<file path="config.mk">
export PLATFORM = sky130hd
export DESIGN_NAME = tagged_input_loader
export DESIGN_NICKNAME = d
export VERILOG_FILES = /design/src/verilog/loader_pkg.sv /design/src/verilog/tagged_input_loader.sv /design/src/verilog/entry_queue.sv /design/src/verilog/transfer_fetch.sv
export SDC_FILE = /design/constraint.sdc
export NUM_CORES = 2
export LEC_CHECK = 0
export BUFFER_PORTS_ARGS = -buffer_cell sky130_fd_sc_hd__buf_2
export CAP_MARGIN = 10
export CORE_MARGIN = 1.5
export CORE_UTILIZATION = 56
export CTS_CLUSTER_DIAMETER = 50
export CTS_CLUSTER_SIZE = 20
export DETAILED_ROUTE_END_ITERATION = 7
export HOLD_SLACK_MARGIN = 0.12
export PLACE_DENSITY = 0.76
export SETUP_SLACK_MARGIN = 0.05
export SYNTH_ARGS = -nofsm -noshare
export SYNTH_HDL_FRONTEND = slang
export SYNTH_HIERARCHICAL = 1
export SYNTH_SLANG_ARGS = --single-unit
export TNS_END_PERCENT = 50
</file>
<file path="constraint.sdc">
create_clock -name clk -period 3.7 [get_ports clk]
set_input_delay 0.555 -clock clk [delete_from_list [all_inputs] [get_ports clk]]
set_output_delay 0.555 -clock clk [all_outputs]
set_load 0.01 [all_outputs]
</file>
<file path="src/verilog/loader_pkg.sv">
// Purpose: Shared constants for the tagged input queue and transfer loader.
// Assumes: One 20 MHz clock, asynchronous active-high reset.
// Notes:   Byte offsets are Wishbone byte addresses of 32-bit registers.
//
// What this block does
// - Register write into full queue is dropped.
// - Queue holds 32 tag plus data entries.
// - Target register updates only when entry pops.
// - Free count never reports more than 32.
// - Free count tracks every push and pop.
// - 4K byte window writes go into queue.
// - Window reads return nothing; whole words only.
// - Engine fetches buffers under 64K words.
// - Count write starts transfer at base pointer.
// - Fetching stalls while the queue is full.
// - Base pointer latched when transfer starts.
// - Engine only reads host buffer memory.
// - Buffer is description word then data words.
// - Two-bit format picks hold, increment, indexed.
// - Hold: nine-bit tag, count minus one, same tag.
// - Format zero, count zero: plain tag/data pair.
// - Increment: tag advances after each data word.
// - Indexed: group bits, mask loads ascending tags.
// - Counter decrements; reaching zero sets done flag.

package loader_pkg;

   // ----------------------------------------------------------------
   // Sizes
   // ----------------------------------------------------------------
   localparam int QUEUE_DEPTH = 32;
   localparam int TAG_W       = 9;
   localparam int DATA_W      = 32;
   localparam int COUNT_W     = 16;
   localparam int ADR_W       = 16;

   // ----------------------------------------------------------------
   // Register byte offsets and address windows
   // ----------------------------------------------------------------
   localparam logic [15:0] OFS_FREE   = 16'h0000;
   localparam logic [15:0] OFS_BASE   = 16'h0004;
   localparam logic [15:0] OFS_COUNT  = 16'h0008;
   localparam logic [15:0] OFS_IEN    = 16'h000C;
   localparam logic [15:0] OFS_IFLAG  = 16'h0010;
   localparam logic [3:0]  PAGE_WIN   = 4'h2;
   localparam logic [3:0]  PAGE_REGS  = 4'h4;
   localparam int          REG_TAG_LSB = 3;

   // ----------------------------------------------------------------
   // Description word fields
   // ----------------------------------------------------------------
   localparam int TAG_LSB   = 0;
   localparam int GROUP_LSB = 4;
   localparam int FMT_LSB   = 14;
   localparam int CNT_LSB   = 16;
   localparam logic [1:0] FMT_HOLD = 2'h0;
   localparam logic [1:0] FMT_INC  = 2'h1;
   localparam logic [1:0] FMT_IDX  = 2'h2;
   localparam int DONE_BIT  = 0;

   // ----------------------------------------------------------------
   // Reset values and steps
   // ----------------------------------------------------------------
   localparam logic [31:0] RST_WORD  = 32'h0000_0000;
   localparam logic [31:0] ADDR_STEP = 32'h0000_0004;

   typedef enum logic {
      PS_DESC = 1'b0,
      PS_DATA = 1'b1
   } parse_state_t;

endpackage

</file>
<file path="src/verilog/tagged_input_loader.sv">
// Purpose: Host side input of the graphics core: register writes,
//          direct window and buffer transfers into one entry queue.
// Assumes: Wishbone classic slave, same clock as the system bus.
// Notes:   Entries leave on the drain port as target register writes.

`timescale 1ns/1ns

module tagged_input_loader #(
   parameter int DEPTH = loader_pkg::QUEUE_DEPTH
) (
   // Clock and reset
   input  wire logic                          clk,
   input  wire logic                          rst,
   // Wishbone slave
   input  wire logic                          wb_cyc_i,
   input  wire logic                          wb_stb_i,
   input  wire logic                          wb_we_i,
   input  wire logic [loader_pkg::ADR_W-1:0]  wb_adr_i,
   input  wire logic [3:0]                    wb_sel_i,
   input  wire logic [31:0]                   wb_dat_i,
   output logic [31:0]                        wb_dat_o,
   output logic                               wb_ack_o,
   // Host memory read port
   output logic                               mem_req,
   output logic [31:0]                        mem_addr,
   input  wire logic [31:0]                   mem_rdata,
   input  wire logic                          mem_ack,
   // Drain side towards the graphics core
   input  wire logic                          drain_req,
   output logic                               entry_strobe,
   output logic [loader_pkg::TAG_W-1:0]       entry_tag,
   output logic [31:0]                        entry_data,
   // Completion interrupt
   output logic                               irq
);

   localparam int TW = loader_pkg::TAG_W;
   localparam int CW = loader_pkg::COUNT_W;
   localparam int FW = $clog2(DEPTH+1);

   // ----------------------------------------------------------------
   // Address decode
   // ----------------------------------------------------------------
   function automatic logic hit(input logic [15:0] a,
                                input logic [15:0] ofs);
      hit = (a[15:2] == ofs[15:2]);
   endfunction

   function automatic logic [3:0] first_set(input logic [15:0] m);
      first_set = 4'h0;
      for (int i = 15; i >= 0; i--) begin
         if (m[i]) begin
            first_set = 4'(i);
         end
      end
   endfunction

   logic          bus_req;
   logic          wr_now;
   logic          rd_cap;
   logic          reg_wr;
   logic          ap_wr;
   logic          on_win;

   assign bus_req = wb_cyc_i & wb_stb_i;
   assign wr_now  = bus_req & wb_ack_o & wb_we_i & (wb_sel_i == 4'hF);
   assign rd_cap  = bus_req & ~wb_ack_o & ~wb_we_i;
   assign on_win  = (wb_adr_i[15:12] == loader_pkg::PAGE_WIN);
   assign ap_wr   = wr_now & on_win;
   assign reg_wr  = wr_now & (wb_adr_i[15:12] == loader_pkg::PAGE_REGS);

   // ----------------------------------------------------------------
   // Software registers
   // ----------------------------------------------------------------
   logic [31:0]   transfer_base_pointer;
   logic          interrupt_enable_reg;
   logic          transfer_done_flag;
   logic [CW-1:0] transfer_word_counter;
   logic [FW-1:0] input_queue_free_count;
   logic          start;
   logic          done;
   logic          flag_clr;

   assign start = wr_now & hit(wb_adr_i, loader_pkg::OFS_COUNT)
                  & (wb_dat_i[CW-1:0] != '0);
   assign flag_clr = wr_now & hit(wb_adr_i, loader_pkg::OFS_IFLAG)
                     & wb_dat_i[loader_pkg::DONE_BIT];

   always_ff @(posedge clk or posedge rst) begin
      if (rst) begin
         wb_ack_o <= 1'b0;
      end else begin
         wb_ack_o <= bus_req & ~wb_ack_o;
      end
   end

   always_ff @(posedge clk or posedge rst) begin
      if (rst) begin
         transfer_base_pointer <= loader_pkg::RST_WORD;
         interrupt_enable_reg  <= 1'b0;
      end else begin
         if (wr_now & hit(wb_adr_i, loader_pkg::OFS_BASE)) begin
            transfer_base_pointer <= wb_dat_i;
         end
         if (wr_now & hit(wb_adr_i, loader_pkg::OFS_IEN)) begin
            interrupt_enable_reg <= wb_dat_i[loader_pkg::DONE_BIT];
         end
      end
   end

   // A completion in the clearing cycle keeps the flag set.
   always_ff @(posedge clk or posedge rst) begin
      if (rst) begin
         transfer_done_flag <= 1'b0;
         irq                <= 1'b0;
      end else begin
         transfer_done_flag <= done | (transfer_done_flag & ~flag_clr);
         irq <= interrupt_enable_reg & (done | (transfer_done_flag & ~flag_clr));
      end
   end

   // Window reads and unmapped reads answer zero.
   always_ff @(posedge clk or posedge rst) begin
      if (rst) begin
         wb_dat_o <= loader_pkg::RST_WORD;
      end else if (rd_cap) begin
         wb_dat_o <= loader_pkg::RST_WORD;
         if (wb_adr_i[15:12] == 4'h0) begin
            if (hit(wb_adr_i, loader_pkg::OFS_FREE)) begin
               wb_dat_o <= 32'(input_queue_free_count);
            end
            if (hit(wb_adr_i, loader_pkg::OFS_BASE)) begin
               wb_dat_o <= transfer_base_pointer;
            end
            if (hit(wb_adr_i, loader_pkg::OFS_COUNT)) begin
               wb_dat_o <= 32'(transfer_word_counter);
            end
            if (hit(wb_adr_i, loader_pkg::OFS_IEN)) begin
               wb_dat_o <= 32'(interrupt_enable_reg);
            end
            if (hit(wb_adr_i, loader_pkg::OFS_IFLAG)) begin
               wb_dat_o <= 32'(transfer_done_flag);
            end
         end
      end
   end

   // ----------------------------------------------------------------
   // Transfer engine
   // ----------------------------------------------------------------
   logic          dma_valid;
   logic [31:0]   dma_word;
   logic          dma_take;
   logic          q_full;

   transfer_fetch #(
      .COUNT_W (CW)
   ) u_fetch (
      .clk         (clk),
      .rst         (rst),
      .start       (start),
      .start_addr  (transfer_base_pointer),
      .start_count (wb_dat_i[CW-1:0]),
      .room        (~q_full),
      .remaining   (transfer_word_counter),
      .done        (done),
      .mem_req     (mem_req),
      .mem_addr    (mem_addr),
      .mem_rdata   (mem_rdata),
      .mem_ack     (mem_ack),
      .word_valid  (dma_valid),
      .word_data   (dma_word),
      .word_take   (dma_take)
   );

   // ----------------------------------------------------------------
   // Description word parser
   // ----------------------------------------------------------------
   loader_pkg::parse_state_t state;
   logic [1:0]    fmt;
   logic [TW-1:0] tag;
   logic [CW-1:0] left;
   logic [15:0]   mask;
   logic [TW-1:0] cur_tag;
   logic [31:0]   in_word;
   logic          in_valid;
   logic          take;
   logic          par_push;
   logic          last;
   logic [15:0]   next_mask;

   // Window words come first, the engine waits a cycle.
   assign in_valid = ap_wr | dma_valid;
   assign in_word  = ap_wr ? wb_dat_i : dma_word;
   assign dma_take = dma_valid & ~ap_wr & take;

   always_comb begin
      if (state == loader_pkg::PS_DESC) begin
         take = in_valid;
      end else begin
         take = ap_wr | (dma_valid & ~q_full & ~reg_wr);
      end
   end

   assign par_push  = take & (state == loader_pkg::PS_DATA) & ~q_full;
   assign next_mask = mask & (mask - 16'h0001);

   always_comb begin
      if (fmt == loader_pkg::FMT_IDX) begin
         cur_tag = {tag[TW-1:loader_pkg::GROUP_LSB], first_set(mask)};
         last    = (next_mask == 16'h0000);
      end else begin
         cur_tag = tag;
         last    = (left == '0);
      end
   end

   always_ff @(posedge clk or posedge rst) begin
      if (rst) begin
         state <= loader_pkg::PS_DESC;
         fmt   <= loader_pkg::FMT_HOLD;
         tag   <= '0;
         left  <= '0;
         mask  <= 16'h0000;
      end else if (take) begin
         unique case (state)
            loader_pkg::PS_DESC: begin
               fmt  <= in_word[loader_pkg::FMT_LSB +: 2];
               tag  <= in_word[loader_pkg::TAG_LSB +: TW];
               left <= in_word[loader_pkg::CNT_LSB +: CW];
               mask <= in_word[loader_pkg::CNT_LSB +: 16];
               if ((in_word[loader_pkg::FMT_LSB +: 2] != loader_pkg::FMT_IDX)
                   || (in_word[loader_pkg::CNT_LSB +: 16] != 16'h0000)) begin
                  state <= loader_pkg::PS_DATA;
               end
            end
            loader_pkg::PS_DATA: begin
               left <= left - 1'b1;
               mask <= next_mask;
               if (fmt == loader_pkg::FMT_INC) begin
                  tag <= tag + 1'b1;
               end
               if (last) begin
                  state <= loader_pkg::PS_DESC;
               end
            end
         endcase
      end
   end

   // ----------------------------------------------------------------
   // Input queue
   // ----------------------------------------------------------------
   logic                  q_push;
   logic [TW+31:0]        q_data;
   logic [TW+31:0]        q_out;

   // Register writes win the queue; a full queue drops them.
   assign q_push = reg_wr ? ~q_full : par_push;
   assign q_data = reg_wr ? {wb_adr_i[loader_pkg::REG_TAG_LSB +: TW], wb_dat_i}
                          : {cur_tag, in_word};

   entry_queue #(
      .WIDTH (TW + 32),
      .DEPTH (DEPTH)
   ) u_queue (
      .clk        (clk),
      .rst        (rst),
      .push       (q_push),
      .push_data  (q_data),
      .full       (q_full),
      .free_count (input_queue_free_count),
      .pop_req    (drain_req),
      .out_strobe (entry_strobe),
      .out_data   (q_out)
   );

   assign entry_tag  = q_out[TW+31:32];
   assign entry_data = q_out[31:0];

endmodule

</file>
<file path="src/verilog/entry_queue.sv">
// Purpose: Tag plus data queue with a registered pop port.
// Assumes: Push is never offered while full is high.
// Notes:   Free count is a register of its own.

`timescale 1ns/1ns

module entry_queue #(
   parameter int WIDTH = 41,
   parameter int DEPTH = 32
) (
   // Clock and reset
   input  wire logic                       clk,
   input  wire logic                       rst,
   // Fill side
   input  wire logic                       push,
   input  wire logic [WIDTH-1:0]           push_data,
   output logic                            full,
   output logic [$clog2(DEPTH+1)-1:0]      free_count,
   // Drain side
   input  wire logic                       pop_req,
   output logic                            out_strobe,
   output logic [WIDTH-1:0]                out_data
);

   localparam int PW = $clog2(DEPTH);
   localparam int FW = $clog2(DEPTH+1);

   logic [WIDTH-1:0] mem [DEPTH];
   logic [PW-1:0]    wr_ptr;
   logic [PW-1:0]    rd_ptr;
   logic             pop;
   logic             do_push;

   assign full    = (free_count == '0);
   assign do_push = push & ~full;
   assign pop     = pop_req & (free_count != FW'(DEPTH));

   always_ff @(posedge clk) begin
      if (do_push) begin
         mem[wr_ptr] <= push_data;
      end
   end

   always_ff @(posedge clk or posedge rst) begin
      if (rst) begin
         wr_ptr <= '0;
         rd_ptr <= '0;
      end else begin
         if (do_push) begin
            wr_ptr <= (wr_ptr == PW'(DEPTH-1)) ? '0 : wr_ptr + 1'b1;
         end
         if (pop) begin
            rd_ptr <= (rd_ptr == PW'(DEPTH-1)) ? '0 : rd_ptr + 1'b1;
         end
      end
   end

   // Free count moves by one per pop up and per push down.
   always_ff @(posedge clk or posedge rst) begin
      if (rst) begin
         free_count <= FW'(DEPTH);
      end else if (pop & ~do_push) begin
         free_count <= free_count + 1'b1;
      end else if (do_push & ~pop) begin
         free_count <= free_count - 1'b1;
      end
   end

   // The popped entry is the write to its target register.
   always_ff @(posedge clk or posedge rst) begin
      if (rst) begin
         out_strobe <= 1'b0;
         out_data   <= '0;
      end else begin
         out_strobe <= pop;
         if (pop) begin
            out_data <= mem[rd_ptr];
         end
      end
   end

endmodule

</file>
<file path="src/verilog/transfer_fetch.sv">
// Purpose: Read-only fetch engine for host buffers.
// Assumes: Memory answers a held request with a one-cycle ack.
// Notes:   One word in flight; the fetched word waits for take.

`timescale 1ns/1ns

module transfer_fetch #(
   parameter int COUNT_W = 16
) (
   // Clock and reset
   input  wire logic               clk,
   input  wire logic               rst,
   // Control
   input  wire logic               start,
   input  wire logic [31:0]        start_addr,
   input  wire logic [COUNT_W-1:0] start_count,
   input  wire logic               room,
   output logic [COUNT_W-1:0]      remaining,
   output logic                    done,
   // Host memory read port
   output logic                    mem_req,
   output logic [31:0]             mem_addr,
   input  wire logic [31:0]        mem_rdata,
   input  wire logic               mem_ack,
   // Word stream
   output logic                    word_valid,
   output logic [31:0]             word_data,
   input  wire logic               word_take
);

   // There is no write path to host memory at all.
   always_ff @(posedge clk or posedge rst) begin
      if (rst) begin
         mem_req   <= 1'b0;
         mem_addr  <= loader_pkg::RST_WORD;
         remaining <= '0;
         done      <= 1'b0;
      end else begin
         done <= 1'b0;
         if (start) begin
            mem_addr  <= start_addr;
            remaining <= start_count;
         end else if (mem_req & mem_ack) begin
            mem_req   <= 1'b0;
            mem_addr  <= mem_addr + loader_pkg::ADDR_STEP;
            remaining <= remaining - 1'b1;
            done      <= (remaining == COUNT_W'(1));
         end else if (~mem_req & ~word_valid & room & (remaining != '0)) begin
            mem_req <= 1'b1;
         end
      end
   end

   always_ff @(posedge clk or posedge rst) begin
      if (rst) begin
         word_valid <= 1'b0;
         word_data  <= loader_pkg::RST_WORD;
      end else if (mem_req & mem_ack) begin
         word_valid <= 1'b1;
         word_data  <= mem_rdata;
      end else if (word_take) begin
         word_valid <= 1'b0;
      end
   end

endmodule

</file>
==> flow_results.xml <==
<?xml version="1.0" encoding="UTF-8"?>
<metrics>
  <group name="clock_tree">
    <metric name="clock_sink_count" unit="">1565</metric>
    <metric name="cts-htree-levels" unit="">4</metric>
    <metric name="clock_tree.buffer_depth" unit="">3</metric>
    <metric name="clk-insertion-delay-late" unit="ps">750</metric>
    <metric name="tritoncts.num_buffers" unit="">130</metric>
    <metric name="tritoncts" unit="">done</metric>
    <metric name="worst_setup_hold_path_clk_slew" unit="ps">70</metric>
    <metric name="cts.root.buffer_cell" unit="">sky130_fd_sc_hd__clkbuf_16</metric>
  </group>
  <group name="global_route">
    <metric name="wire_length_of_the_first_global_routing_pass" unit="um">241000</metric>
    <metric name="grt_start_max_net_pins" unit="">77</metric>
    <metric name="globalRoute.totalOverflow" unit="">0</metric>
    <metric name="grt_pass1_vias" unit="">36700</metric>
    <metric name="initial_antenna_violation_count" unit="">9</metric>
    <metric name="grt_util_all_layers" unit="%">28.0</metric>
  </group>
  <group name="synthesis">
    <metric name="ys_seq_elements" unit="">1565</metric>
    <metric name="synthArstFlopShare" unit="%">16.2</metric>
    <metric name="post_synth_inst_count" unit="">3765</metric>
    <metric name="ys.flop_type" unit="">sky130_fd_sc_hd__edfxtp_1</metric>
    <metric name="seq_area_frac_synth" unit="%">71.1</metric>
    <metric name="yosys-top-cells-area" unit="">sky130_fd_sc_hd__edfxtp_1, sky130_fd_sc_hd__dfrtp_1, sky130_fd_sc_hd__mux4_2</metric>
    <metric name="synth.cell_area" unit="um2">64300</metric>
    <metric name="yosysTopAreaCell" unit="">sky130_fd_sc_hd__edfxtp_1</metric>
    <metric name="synth-edff-count" unit="">1312</metric>
    <metric name="ys.warnings.count" unit="">6</metric>
    <metric name="synth.cells.most_frequent" unit="">sky130_fd_sc_hd__edfxtp_1, sky130_fd_sc_hd__nand2_1, sky130_fd_sc_hd__mux2i_1, sky130_fd_sc_hd__dfrtp_1, sky130_fd_sc_hd__mux4_2</metric>
    <metric name="postSynthAreaPerCell" unit="um2">17.1</metric>
    <metric name="synth_most_common_cell" unit="">sky130_fd_sc_hd__edfxtp_1</metric>
    <metric name="synth_nets" unit="">3875</metric>
    <metric name="ys_types" unit="">87</metric>
    <metric name="yosysTopAreaCellShare" unit="%">61.2</metric>
  </group>
  <group name="finish">
    <metric name="biggestRegsByFlops" unit="">u_queue/mem: 1312 flops, u_queue/out_data: 41 flops</metric>
    <metric name="areaGrowthSynthToFinish" unit="%">14.4</metric>
    <metric name="design.final.nets" unit="">4210</metric>
    <metric name="largest-register" unit="">u_queue/mem</metric>
    <metric name="fillCellCount" unit="">7701</metric>
    <metric name="post_route_cells_drive_above_1_share" unit="%">26.5</metric>
    <metric name="finalInstanceArea" unit="um2">73600</metric>
    <metric name="largest_register_ff_count" unit="">1312</metric>
  </group>
  <group name="timing">
    <metric name="final_min_period_over_clock_period" unit="%">93.2</metric>
    <metric name="maxSlewViolCount" unit="">0</metric>
    <metric name="rsz0062_at_grt" unit="">false</metric>
    <metric name="tightest_slew" unit="ps">1250</metric>
    <metric name="timing.final.hold_violations" unit="">0</metric>
    <metric name="final.setup.worst_slack" unit="ps">253</metric>
    <metric name="worst_clock_skew" unit="ps">29.9</metric>
    <metric name="fin_setup_tns" unit="ps">0</metric>
    <metric name="setup-violations-final" unit="">0</metric>
    <metric name="period_minus_slack" unit="ps">3450</metric>
    <metric name="maxClockFrequency" unit="MHz">290</metric>
    <metric name="timing.max_slew.rel_slack" unit="%">16.5</metric>
  </group>
  <group name="critical_path">
    <metric name="timing_worst_setup_path_type" unit="">reg2reg</metric>
    <metric name="worstPathRequired" unit="ps">4340</metric>
    <metric name="timing.reg2reg.setup_slack" unit="ps">250</metric>
    <metric name="timing.reg2reg.worst_path_depth" unit="">18</metric>
    <metric name="setup.worst_path.start_class" unit="">flip-flop</metric>
    <metric name="critical_path_capture_point" unit="">u_queue/free_count[5]</metric>
    <metric name="reg2reg_to" unit="">u_queue/free_count[5]</metric>
    <metric name="worstPathMaxFanout" unit="">4</metric>
    <metric name="arrival_time_of_the_worst_setup_path" unit="ps">4090</metric>
    <metric name="reg2reg_start" unit="">u_queue/free_count[0]</metric>
    <metric name="timing.critical_path.from" unit="">u_queue/free_count[0]</metric>
    <metric name="setup.worst_path.end_class" unit="">flip-flop</metric>
  </group>
  <group name="hold_path">
    <metric name="hold_start" unit="">wb_dat_i[23]</metric>
    <metric name="holdCritPathClass" unit="">in2reg</metric>
  </group>
  <group name="floorplanning">
    <metric name="coreArea" unit="um2">114000</metric>
    <metric name="die-width" unit="um">342</metric>
    <metric name="initial_utilization" unit="%">56.3</metric>
    <metric name="die_area" unit="um2">117000</metric>
    <metric name="io-pin-count" unit="">200</metric>
    <metric name="num_rows" unit="">124</metric>
    <metric name="die_h" unit="um">342</metric>
  </group>
  <group name="route">
    <metric name="drtAntennaViolNets" unit="">0</metric>
    <metric name="num_vias" unit="">36900</metric>
    <metric name="drcViolationCount" unit="">0</metric>
    <metric name="drt_iter0_drc" unit="">4426</metric>
    <metric name="length_of_the_first_detailed_routing_pass_in_iterations" unit="">6</metric>
    <metric name="routedWlPerCell" unit="um">28.4</metric>
    <metric name="vias_per_cell" unit="">6.46</metric>
    <metric name="detail_route.wirelength" unit="um">162000</metric>
  </group>
  <group name="place">
    <metric name="dp_hpwl" unit="um">101000</metric>
    <metric name="pre_cts_ws" unit="ps">-296</metric>
    <metric name="detailed_place.area" unit="um2">68700</metric>
    <metric name="gp_congestion" unit="">0.909</metric>
    <metric name="buffer_ports.inserted" unit="">197</metric>
  </group>
  <group name="power">
    <metric name="powerDensity" unit="nW/um2">764</metric>
    <metric name="power_switching" unit="mW">18.8</metric>
    <metric name="p_leak" unit="nW">26.0</metric>
    <metric name="vdd_drop_max" unit="mV">0.538</metric>
    <metric name="intPower" unit="mW">37.4</metric>
    <metric name="share_comb_of_total_power" unit="%">30.6</metric>
    <metric name="power.share.sequential" unit="%">43.7</metric>
    <metric name="switching_share_of_power" unit="%">33.5</metric>
    <metric name="power.share.clock" unit="%">25.7</metric>
    <metric name="total_power" unit="mW">56.3</metric>
  </group>
  <group name="run_status">
    <metric name="run_status" unit="">completed</metric>
  </group>
  <group name="run">
    <metric name="timing.max_cap.violations" unit="">0</metric>
  </group>
</metrics>
## worst min path at each step
stage                                 to  slack (ps)  depth (start not counted)
2_1_floorplan         transfer_done_flag         420                          1
3_3_place_gp          transfer_done_flag         450                          1
3_5_place_dp                 wb_dat_o[0]         470                          2
4_1_cts             u_fetch/remaining[8]         120                          3
5_1_grt        transfer_base_pointer[23]         140                          2
6_report       transfer_base_pointer[23]         170                          2
## layout make-up
cell class | instances | area (um2) | area share (%)
antenna | 3 | 7.51 | 0.0102
clock inverter | 83 | 1040 | 1.42
inverter | 41 | 160 | 0.218
multi-input combinational | 1929 | 17400 | 23.7
sequential | 1565 | 45700 | 62.2
clock buffer | 150 | 3450 | 4.69
timing repair buffer | 433 | 3890 | 5.28
tap | 1512 | 1890 | 2.57
## timing repair
item                                    in CTS  in global routing
resized for setup                            2                  6
endpoints found under the setup margin       1                  1
hold buffers                                40                  0
hold endpoints to repair                   149                  0
pin swaps                                    0                  2
setup buffers                                0                  2
## per-stage QoR
step / hold slack, ps / std cells / util, %
floorplan: 417 / 3765 / -
global route: 135 / 5713 / 64.5
CTS: 121 / 5711 / 64.4
finish: 167 / 5716 / 64.5
detailed placement: 468 / 5438 / 60.1
global placement: 454 / 5438 / 60.1
## per-layer routing
metal  vias to the layer above  part of all wire (%)  track usage, %
met3                       318                   8.9            4.67
met2                      2043                    49            45.6
met5                         -                 0.040               0
li1                      15600                     -               -
met4                         8                   3.0            8.87
met1                     19000                    39            39.0
## cell usage in the layout (no fill, tap or decap), types with 37 or more instances in the layout
cell type	instances
sky130_fd_sc_hd__o21ai_0	107
sky130_fd_sc_hd__mux2i_1	256
sky130_fd_sc_hd__buf_4	113
sky130_fd_sc_hd__buf_12	82
sky130_fd_sc_hd__o31ai_2	40
sky130_fd_sc_hd__clkbuf_16	135
sky130_fd_sc_hd__nand3_1	59
sky130_fd_sc_hd__a221o_1	49
sky130_fd_sc_hd__a21oi_1	99
sky130_fd_sc_hd__mux4_2	205
sky130_fd_sc_hd__buf_2	197
sky130_fd_sc_hd__a22o_1	57
sky130_fd_sc_hd__nand2_1	309
sky130_fd_sc_hd__dfrtp_1	246
sky130_fd_sc_hd__nor2_1	78
sky130_fd_sc_hd__nor2b_1	54
sky130_fd_sc_hd__o22ai_1	55
sky130_fd_sc_hd__dlygate4sd3_1	40
sky130_fd_sc_hd__edfxtp_1	1312
sky130_fd_sc_hd__inv_1	37
sky130_fd_sc_hd__mux2_2	151
## power by group through the flow
stage | logic [mW] | clock network [mW] | registers [mW]
4_1_cts | 17.2 | 14.6 | 24.6
6_report | 17.2 | 14.4 | 24.6
3_5_place_dp | 17.0 | 0 | 24.9
2_1_floorplan | 11.4 | 0 | 24.2
3_3_place_gp | 16.6 | 0 | 24.8
5_1_grt | 18.4 | 15.3 | 24.7
## worst max-delay path, cell delays in order, from the launching register on
cell and delay, ps:
sky130_fd_sc_hd__dfrtp_1 380, sky130_fd_sc_hd__or4_4 560, sky130_fd_sc_hd__nor3_4 140, sky130_fd_sc_hd__buf_6 140
sky130_fd_sc_hd__nor2_1 50, sky130_fd_sc_hd__a32oi_2 230, sky130_fd_sc_hd__a21oi_1 90, sky130_fd_sc_hd__nor2b_1 130
sky130_fd_sc_hd__buf_4 150, sky130_fd_sc_hd__clkinv_2 50, sky130_fd_sc_hd__ha_1 150, sky130_fd_sc_hd__inv_1 80
sky130_fd_sc_hd__buf_4 160, sky130_fd_sc_hd__ha_1 270, sky130_fd_sc_hd__nand3_1 130, sky130_fd_sc_hd__a21boi_2 90
sky130_fd_sc_hd__o21a_1 220, sky130_fd_sc_hd__o2111ai_1 200, sky130_fd_sc_hd__o311ai_1 140
## logic make-up (layout without fill, tap and decap cells)
family / Yosys count / count (layout) / synth area share [%]
buffers and inverters: 271 / 707 / 2.38
AOI/OAI and AO/OA: 563 / 563 / 6.63
xor gates and xnor gates: 25 / 25 / 0.340
DFF: 1565 / 1565 / 71.1
adders and majority gates: 19 / 19 / 0.381
muxes: 613 / 613 / 13.8
and+or+nand+nor: 709 / 709 / 5.35
other: 0 / 3 / 0
(Power assumes the default switching activity.)
